`src/design/esd_defs.vh`:
```
`ifndef ESD_DEFS_VH
`define ESD_DEFS_VH

// ************************************************************
// Register map
// ************************************************************
`define ESD_ADDR_W 4
`define ESD_REG_ENABLE 4'h0
`define ESD_REG_TIME_C 4'h1
`define ESD_REG_TIME_D 4'h2
`define ESD_REG_TOL 4'h3
`define ESD_REG_STATUS 4'h4
`define ESD_REG_TEST 4'h5
`define ESD_REG_PENDING 4'h6

// ************************************************************
// Field positions and reset values
// ************************************************************
`define ESD_EN_BASE_BIT 0
`define ESD_EN_E_BIT 4
`define ESD_EN_EXT_BIT 6
`define ESD_EN_ESR_CFG_BIT 8
`define ESD_EN_ESR_OK_BIT 9
`define ESD_TEST_SEL_BIT 0
`define ESD_TEST_ACK_BIT 1
`define ESD_ENABLE_RST 16'h0000
`define ESD_TIME_RST 16'h0064
`define ESD_TOL_RST 16'h000a

// ************************************************************
// Timing
// ************************************************************
`define ESD_CLK_HZ 20000000
`define ESD_TICK_US 1000
`define ESD_TICK_CYC ((`ESD_CLK_HZ / 1000000) * `ESD_TICK_US)
`define ESD_ESR_DELAY_IPO 2

// ************************************************************
// Stop states
// ************************************************************
`define ESD_ST_NONE 3'h0
`define ESD_ST_A 3'h1
`define ESD_ST_C 3'h2
`define ESD_ST_D 3'h3
`define ESD_ST_E 3'h4
`define ESD_ST_HOLD 3'h5

`endif

```
`src/design/esd_timer.v`:
```
`timescale 1ns/1ps
`default_nettype none

// Down counter stepping once per tick; loads on entry, clears on abort.
module esd_timer #(
  parameter W = 16
) (
  input wire clk,
  input wire nrst,
  input wire load,
  input wire clear,
  input wire tick,
  input wire [W-1:0] value,
  output reg expired
);
  reg [W-1:0] cnt_r;
  reg run_r;

  always @(posedge clk) begin
    if (!nrst) begin
      cnt_r <= {W{1'b0}};
      run_r <= 1'b0;
      expired <= 1'b0;
    end else if (clear) begin
      cnt_r <= {W{1'b0}};
      run_r <= 1'b0;
      expired <= 1'b0;
    end else if (load) begin
      cnt_r <= value;
      run_r <= 1'b1;
      expired <= 1'b0;
    end else if (run_r && tick) begin
      if (cnt_r == {W{1'b0}}) begin
        run_r <= 1'b0;
        expired <= 1'b1;
      end else begin
        cnt_r <= cnt_r - {{(W-1){1'b0}}, 1'b1};
      end
    end
  end
endmodule

`default_nettype wire

```
`src/design/esd_stop_decode.v`:
```
`timescale 1ns/1ps
`default_nettype none
`include "esd_defs.vh"

// Summary of operation
// - Test stop runs pulse path, then inputs.
// - Channel one phase one done on rising edge.
// - Channel two signals done by status output.
// - Pulse-stop input low cancels drive pulses.
// - Monitors stay active; responses held pending.
// - External pulse stop asserts A/B status.
// - Current-limit low: ramp, timer, then standstill.
// - Current-limit stop asserts C status.
// - Pulse stop outranks current-limit stop.
// - Path low: brake, own timer, then standstill.
// - Path stop asserts D status.
// - Pulse and current-limit outrank path stop.
// - Lowest input: retraction if armed, path if not configured.
// - Misconfigured retraction: current limit within two cycles.
// - Each status output high while stop active.
// - Inputs decoded by fixed priority.
// - Feature acts only with its enable bits.
// - Any input change starts tolerance timer.
module esd_stop_decode #(
  parameter TW = 16,
  parameter TICK_CYC = `ESD_TICK_CYC,
  parameter IPO_CYC = 40
) (
  input wire clk,
  input wire nrst,
  input wire [`ESD_ADDR_W-1:0] addr,
  input wire [15:0] wdata,
  input wire wr,
  input wire rd,
  output reg [15:0] rdata,
  input wire stop_a_n,
  input wire stop_c_n,
  input wire stop_d_n,
  input wire stop_e_n,
  input wire pulses_cancelled_in,
  input wire monitor_violation,
  output reg pulse_cancel,
  output reg safe_braking_ramp,
  output reg brake_current_limit,
  output reg brake_path,
  output reg extended_stop_retract,
  output reg safe_operating_stop,
  output reg stop_ab_active,
  output reg stop_c_active,
  output reg stop_d_active,
  output reg stop_e_active,
  output reg pulses_cancelled_out,
  output reg shutdown_response,
  output reg tol_active
);

  // ************************************************************
  // Configuration registers
  // ************************************************************
  reg [15:0] enable_r;
  reg [TW-1:0] time_c_r;
  reg [TW-1:0] time_d_r;
  reg [TW-1:0] tol_r;
  reg test_sel_r;
  reg phase1_ok_r;
  reg pending_r;
  reg pc_q_r;
  reg [3:0] in_q_r;
  reg [2:0] state_r;
  reg [2:0] state_nxt;
  reg [31:0] tick_cnt_r;
  reg tick_r;
  reg [31:0] esr_cnt_r;
  reg esr_late_r;
  wire exp_c;
  wire exp_d;
  wire exp_tol;

  // The feature and stop E each need their own enable, plus the base monitor.
  wire feat_en = enable_r[`ESD_EN_EXT_BIT] & enable_r[`ESD_EN_BASE_BIT];
  wire e_en = feat_en & enable_r[`ESD_EN_E_BIT];
  wire esr_armed = enable_r[`ESD_EN_ESR_CFG_BIT] & enable_r[`ESD_EN_ESR_OK_BIT];
  wire esr_bad = enable_r[`ESD_EN_ESR_CFG_BIT] & ~enable_r[`ESD_EN_ESR_OK_BIT];
  wire [3:0] in_now = {stop_e_n, stop_d_n, stop_c_n, stop_a_n};

  always @(posedge clk) begin
    if (!nrst) begin
      enable_r <= `ESD_ENABLE_RST;
      time_c_r <= `ESD_TIME_RST;
      time_d_r <= `ESD_TIME_RST;
      tol_r <= `ESD_TOL_RST;
      test_sel_r <= 1'b0;
    end else if (wr) begin
      if (addr == `ESD_REG_ENABLE) begin
        enable_r <= wdata;
      end else if (addr == `ESD_REG_TIME_C) begin
        time_c_r <= wdata[TW-1:0];
      end else if (addr == `ESD_REG_TIME_D) begin
        time_d_r <= wdata[TW-1:0];
      end else if (addr == `ESD_REG_TOL) begin
        tol_r <= wdata[TW-1:0];
      end else if (addr == `ESD_REG_TEST) begin
        test_sel_r <= wdata[`ESD_TEST_SEL_BIT];
      end
    end
  end

  // ************************************************************
  // Time base
  // ************************************************************
  always @(posedge clk) begin
    if (!nrst) begin
      tick_cnt_r <= 32'h0000_0000;
      tick_r <= 1'b0;
    end else if (tick_cnt_r == TICK_CYC - 1) begin
      tick_cnt_r <= 32'h0000_0000;
      tick_r <= 1'b1;
    end else begin
      tick_cnt_r <= tick_cnt_r + 32'h0000_0001;
      tick_r <= 1'b0;
    end
  end

  // ************************************************************
  // Priority decode
  // ************************************************************
  // priority stop decode
  always @* begin
    state_nxt = `ESD_ST_NONE;
    if (feat_en) begin
      if (!stop_a_n) begin
        state_nxt = `ESD_ST_A;
      end else if (!stop_c_n) begin
        state_nxt = `ESD_ST_C;
      end else if (!stop_d_n) begin
        state_nxt = `ESD_ST_D;
      end else if (!stop_e_n && e_en) begin
        state_nxt = `ESD_ST_E;
      end
    end
    // A finished C or D braking settles into the hold state.
    if ((state_nxt == `ESD_ST_C && state_r == `ESD_ST_C && exp_c) ||
        (state_nxt == `ESD_ST_C && state_r == `ESD_ST_HOLD && !stop_c_n) ||
        (state_nxt == `ESD_ST_D && state_r == `ESD_ST_D && exp_d) ||
        (state_nxt == `ESD_ST_D && state_r == `ESD_ST_HOLD && stop_c_n)) begin
      state_nxt = `ESD_ST_HOLD;
    end
  end

  always @(posedge clk) begin
    if (!nrst) begin
      state_r <= `ESD_ST_NONE;
      in_q_r <= 4'hf;
    end else begin
      state_r <= state_nxt;
      in_q_r <= in_now;
    end
  end

  // ************************************************************
  // Transition timers
  // ************************************************************
  // current limit timer
  esd_timer #(.W(TW)) u_timer_c (
    .clk(clk),
    .nrst(nrst),
    .load(state_nxt == `ESD_ST_C && state_r != `ESD_ST_C),
    .clear(state_nxt != `ESD_ST_C),
    .tick(tick_r),
    .value(time_c_r),
    .expired(exp_c)
  );

  esd_timer #(.W(TW)) u_timer_d (
    .clk(clk),
    .nrst(nrst),
    .load(state_nxt == `ESD_ST_D && state_r != `ESD_ST_D),
    .clear(state_nxt != `ESD_ST_D),
    .tick(tick_r),
    .value(time_d_r),
    .expired(exp_d)
  );

  esd_timer #(.W(TW)) u_timer_tol (
    .clk(clk),
    .nrst(nrst),
    .load(in_now != in_q_r),
    .clear(1'b0),
    .tick(tick_r),
    .value(tol_r),
    .expired(exp_tol)
  );

  // ************************************************************
  // Misconfigured retraction fallback
  // ************************************************************
  // Two interpolation cycles is the worst case; we use the full budget.
  // bounded fallback delay
  always @(posedge clk) begin
    if (!nrst) begin
      esr_cnt_r <= 32'h0000_0000;
      esr_late_r <= 1'b0;
    end else if (state_r != `ESD_ST_E || !esr_bad) begin
      esr_cnt_r <= 32'h0000_0000;
      esr_late_r <= 1'b0;
    // The flag lands one cycle before the registered brake output, so stop one count early.
    end else if (esr_cnt_r == `ESD_ESR_DELAY_IPO * IPO_CYC - 2) begin
      esr_late_r <= 1'b1;
    end else begin
      esr_cnt_r <= esr_cnt_r + 32'h0000_0001;
    end
  end

  // ************************************************************
  // Test stop and pending shutdown
  // ************************************************************
  // phase one tracking
  always @(posedge clk) begin
    if (!nrst) begin
      pc_q_r <= 1'b0;
      phase1_ok_r <= 1'b0;
    end else begin
      pc_q_r <= pulses_cancelled_in;
      if (test_sel_r && pulses_cancelled_in && !pc_q_r) begin
        phase1_ok_r <= 1'b1;
      end else if (wr && addr == `ESD_REG_TEST && wdata[`ESD_TEST_ACK_BIT]) begin
        phase1_ok_r <= 1'b0;
      end
    end
  end

  // Violations during a pulse stop cannot act; they wait for the release.
  // hold pending response
  always @(posedge clk) begin
    if (!nrst) begin
      pending_r <= 1'b0;
      shutdown_response <= 1'b0;
    end else begin
      if (state_nxt == `ESD_ST_A) begin
        pending_r <= pending_r | monitor_violation;
        shutdown_response <= 1'b0;
      end else begin
        pending_r <= 1'b0;
        shutdown_response <= pending_r | monitor_violation;
      end
    end
  end

  // ************************************************************
  // Outputs
  // ************************************************************
  always @(posedge clk) begin
    if (!nrst) begin
      pulse_cancel <= 1'b0;
      safe_braking_ramp <= 1'b0;
      brake_current_limit <= 1'b0;
      brake_path <= 1'b0;
      extended_stop_retract <= 1'b0;
      safe_operating_stop <= 1'b0;
      stop_ab_active <= 1'b0;
      stop_c_active <= 1'b0;
      stop_d_active <= 1'b0;
      stop_e_active <= 1'b0;
      pulses_cancelled_out <= 1'b0;
      tol_active <= 1'b0;
    end else begin
      pulse_cancel <= (state_nxt == `ESD_ST_A) | test_sel_r;
      safe_braking_ramp <= (state_nxt == `ESD_ST_C);
      brake_current_limit <= (state_nxt == `ESD_ST_C) |
                             (state_nxt == `ESD_ST_E && esr_bad && esr_late_r);
      brake_path <= (state_nxt == `ESD_ST_D) |
                    (state_nxt == `ESD_ST_E && !esr_armed && !esr_bad);
      extended_stop_retract <= (state_nxt == `ESD_ST_E) && esr_armed;
      safe_operating_stop <= (state_nxt == `ESD_ST_HOLD);
      stop_ab_active <= (state_nxt == `ESD_ST_A);
      stop_c_active <= (state_nxt == `ESD_ST_C) ||
                       (state_nxt == `ESD_ST_HOLD && !stop_c_n);
      stop_d_active <= (state_nxt == `ESD_ST_D) ||
                       (state_nxt == `ESD_ST_HOLD && stop_c_n);
      stop_e_active <= (state_nxt == `ESD_ST_E);
      pulses_cancelled_out <= test_sel_r & pulses_cancelled_in;
      tol_active <= (in_now != in_q_r) | (tol_active & ~exp_tol);
    end
  end

  // ************************************************************
  // Read port
  // ************************************************************
  always @(posedge clk) begin
    if (!nrst) begin
      rdata <= 16'h0000;
    end else if (rd) begin
      if (addr == `ESD_REG_ENABLE) begin
        rdata <= enable_r;
      end else if (addr == `ESD_REG_TIME_C) begin
        rdata <= time_c_r;
      end else if (addr == `ESD_REG_TIME_D) begin
        rdata <= time_d_r;
      end else if (addr == `ESD_REG_TOL) begin
        rdata <= tol_r;
      end else if (addr == `ESD_REG_STATUS) begin
        rdata <= {9'h000, state_r, in_q_r};
      end else if (addr == `ESD_REG_TEST) begin
        rdata <= {14'h0000, phase1_ok_r, test_sel_r};
      end else if (addr == `ESD_REG_PENDING) begin
        rdata <= {15'h0000, pending_r};
      end else begin
        rdata <= 16'h0000;
      end
    end else begin
      rdata <= 16'h0000;
    end
  end

endmodule

`default_nettype wire

```
`config.mk`:
```
export PLATFORM = sky130hd
export DESIGN_NAME = esd_stop_decode
export DESIGN_NICKNAME = d
export VERILOG_FILES = /design/src/design/esd_timer.v /design/src/design/esd_stop_decode.v
export VERILOG_INCLUDE_DIRS = /design/src /design/src/design
export SDC_FILE = /design/constraint.sdc
export NUM_CORES = 1
export LEC_CHECK = 0
export CAP_MARGIN = 20
export CORE_UTILIZATION = 57
export CTS_CLUSTER_SIZE = 8
export DETAILED_ROUTE_END_ITERATION = 10
export DONT_BUFFER_PORTS = 1
export PLACE_DENSITY = 0.84
export SYNTH_ARGS = -nofsm -noshare
export SYNTH_HDL_FRONTEND = slang
export SYNTH_SLANG_ARGS = --single-unit
```
`constraint.sdc`:
```
create_clock -name clk -period 2 [get_ports clk]
set_clock_uncertainty 0.15 [all_clocks]
set_input_delay 0.1 -clock clk [delete_from_list [all_inputs] [get_ports clk]]
set_output_delay 0.1 -clock clk [all_outputs]
set_load 0.05 [all_outputs]
```
==> reports/metrics.cfg <==
[global_route]
grt_pass1_wl_um=46700
grt_pass1_vias=9374
grt_overflow=0
grt_use_total_pct=32.0
grt_use_met3_pct=6.49
use_met2_pct=51.3
busiest_layer=met2
grt_use_met1_pct=40.7
grt_max_degree=64
antenna_found_initial=0

[power]
ir_drop_mv=0.845
power_frac_comb_pct=6.0
pwr-share-clk_pct=46.3
finalPower_mw=9.63
p_leak_nw=4.38
pwr-share-seq_pct=47.7
pwr_density_cell_nw_per_um2=772
switching_share_pct=22.7
p_int_mw=7.44
switchingPower_mw=2.18

[synthesis]
synthDominantCellAreaShare_pct=44.5
yosysSeqAreaShare_pct=44.5
netlist_instances=1216
syn_nets=1252
synth_cell_types=64
yosysTopAreaCell=dfxtp_1
synth_top_family_by_area=simple AND/OR/NAND/NOR gates
syn-cell-area_um2=10100
yosys.area_share.xor_xnor_pct=8.78
ys_async_sr_fraction_pct=0
synth-simple-area-share_pct=26.8
yosys_most_used_dff=dfxtp_1
synth-edff-count=0
synthTopCellsByArea=dfxtp_1, nand2_1, a21oi_1
synthMuxAreaShare_pct=2.57
avgSynthCellArea_um2=8.28
synth_compound_area_share_pct=13.3
synth_fa_ha_area_share_pct=0.745
synth_seq_cells=224
yosys_warnings=0

[placement]
place_congestion=0.901
dp_hpwl_um=18000
port_buffers=0

[setup_path]
path_cells=or4_4 > nor4_4 > buf_4 > a21oi_2 > mux2_4 > o22ai_1
slowest_stage=or4_4
cp_top_family=simple AND/OR/NAND/NOR gates
r2r.worst_path.cells=6
cp.required_ns=2.32
cp.arrival_ns=2.45
critPathCaptureType=register
cp-startpoint=u_timer_tol.cnt_r[2]
r2r-end=u_timer_tol.cnt_r[1]
cp_num_buf_inv=1
r2r_start=u_timer_tol.cnt_r[2]
critPathMaxFanout=3
start_kind=register
rrSetupSlack_ns=-0.13
crit_type=register to register
cpPeakStageDelay_ns=0.57

[status]
violations=negative hold slack, negative setup slack
status=complete, but fails checks

[cells_and_area]
synthToLayoutAreaGrowth_pct=23.8
nNetsFinal=1367
largest_registers=esr_cnt_r (32), tick_cnt_r (32)
layout-drive-gt1-share_pct=14.6
n_antenna_cell=0

[clock_network]
h-tree-depth=1
root_buffer=clkbuf_16
insertion_delay_ns=0.54
cts_made_buffers=31
clkTransAtPathRegs_ns=0.05
clock_tree.buffer_depth=3
cts_tree=yes
clkSinkCount=224

[sta]
setup_viol=8
holdWs_ns=-0.0207
fin_crit_sh_pct=107
setup_ws_ns=-0.134
fin_setup_tns_ns=-0.408
max_slew_margin_pct=47.3
finalHoldViolCount=1
fmax_mhz=469
post-route-min-period_ns=2.13
worst_pin_slew_ns=0.790
maxSlewViolCount=0
grt_setup_unrepaired=true

[die]
die_y_um=135
core_area_um2=17300
die_w_um=135
initial_utilization_pct=58.2
ios=59
rows=48
die_area_um2=18200

[drt]
first_pass_iters=5
drc=0
vias=9784
finalWirelength_um=30100
vias_per_cell=6.30
drt-initial-drc-count=993
ant_nets=0
wire_per_inst_um=19.4

[min_path]
holdPathStages=2
min_path_type=primary input to register
min_from=addr[3]
hold_path_end=rdata[5]

[run]
drv_cap=0

[final cells by class]
type | instances | area (µm²)
Multi-Input combinational cell | 904 | 5490
Inverter | 23 | 86.3
Sequential cell | 224 | 4490
Clock buffer | 31 | 776
Timing Repair Buffer | 147 | 1340
Fill cell | 1183 | 4830
Tap cell | 225 | 282
[per-layer routing]
layer	vias to the layer above	part of all wire, %
li1	4469	-
met1	4534	39
met3	180	9.3
met2	601	45
met5	-	0
met4	0	6.0
[power by group through the flow]
stage | sequential (mW) | combinational, mW | clock, mW
4_1_cts | 4.58 | 0.516 | 4.48
2_1_floorplan | 4.66 | 0.273 | 0
6_report | 4.59 | 0.575 | 4.46
3_5_place_dp | 4.67 | 0.359 | 0
5_1_grt | 4.59 | 0.608 | 4.67
3_3_place_gp | 4.67 | 0.351 | 0
[worst max path at each step]
stage | slack [ns] | cells after the start | to
floorplan | -0.05 | 6 | u_timer_tol.cnt_r[13]
global placement | 0.003 | 5 | u_timer_tol.cnt_r[13]
detailed placement | -0.07 | 5 | u_timer_tol.cnt_r[15]
CTS | -0.004 | 5 | u_timer_c.cnt_r[15]
global route | -0.16 | 6 | u_timer_tol.cnt_r[1]
finish | -0.13 | 6 | u_timer_tol.cnt_r[1]
[stage by stage]
stage | hold WS (ns) | cells | cell area, µm² | utilization, % | worst slack [ns]
2_1_floorplan | 0.0266 | 1216 | 10100 | - | -0.0480
3_3_place_gp | 0.0264 | 1458 | 10800 | 62.4 | 0.00267
3_5_place_dp | 0.0305 | 1458 | 10800 | 62.4 | -0.0661
4_1_cts | 0.000214 | 1549 | 12200 | 70.7 | -0.00419
5_1_grt | -0.00682 | 1554 | 12500 | 72.1 | -0.160
6_report | -0.0207 | 1554 | 12500 | 72.1 | -0.134
[kinds of logic (layout without fill, tap and decap cells)]
kind of cell / count (synthesis) / in the layout
mux: 24 / 24
compound gates: 229 / 229
buf+inv: 88 / 201
simple gates: 544 / 544
flops: 224 / 224
fa+ha+maj: 6 / 6
xor+xnor: 101 / 101
[cells in the final DEF (no fill, tap or decap), types with 5 or more instances in the layout]
cell type and count:
dfxtp_1 219, nand2_1 175, nor2_1 115, a21oi_1 108, buf_4 82, nand3_1 61, xor2_1 59, dlygate4sd3_1 53
o21ai_0 50, xnor2_1 42, nor3_1 33, clkbuf_16 31, nand4_1 25, inv_1 22, nor4_1 18, mux2_2 14
a22oi_1 13, nor4_2 12, and3_1 12, nor2b_1 11, nand2b_1 9, and4_1 9, mux2i_1 9, a22o_1 9
nand4b_1 8, a211oi_1 6, or4_4 6, o21ai_1 6, buf_12 6, nand3b_1 5, and2_1 5, dfxtp_2 5
[synthesized netlist by cell type, types with 3 or more instances]
master      n
a211oi_1    7
a21oi_1   108
a22o_1      9
a22oi_1    13
a31oi_1     5
a32oi_1     4
and2_1      5
and3_1     12
and4_1     10
buf_2       3
clkbuf_1   60
dfxtp_1   224
ha_1        6
inv_1      22
mux2_2     14
mux2i_1     9
nand2_1   175
nand2b_1    9
nand3_1    64
nand3b_1    5
nand4_1    25
nand4b_1    8
nor2_1    119
nor2b_1    12
nor3_1     34
nor4_1     32
nor4b_1     3
nor4b_2     4
o21a_1      3
o21ai_0    55
o22ai_1     4
o31ai_1     5
or3_1       5
or4_1       7
xnor2_1    42
xor2_1     59
[repair_timing]
| action | CTS | global route |
|---|---|---|
| setup buffers | 2 | 5 |
| endpoints found under the setup margin | 18 | 108 |
| hold buffers | 58 | 0 |
| gates resized for setup | 6 | 51 |
| endpoints found under the hold margin | 216 | 0 |
| pin swaps | 0 | 18 |
(Power assumes the default switching activity.)
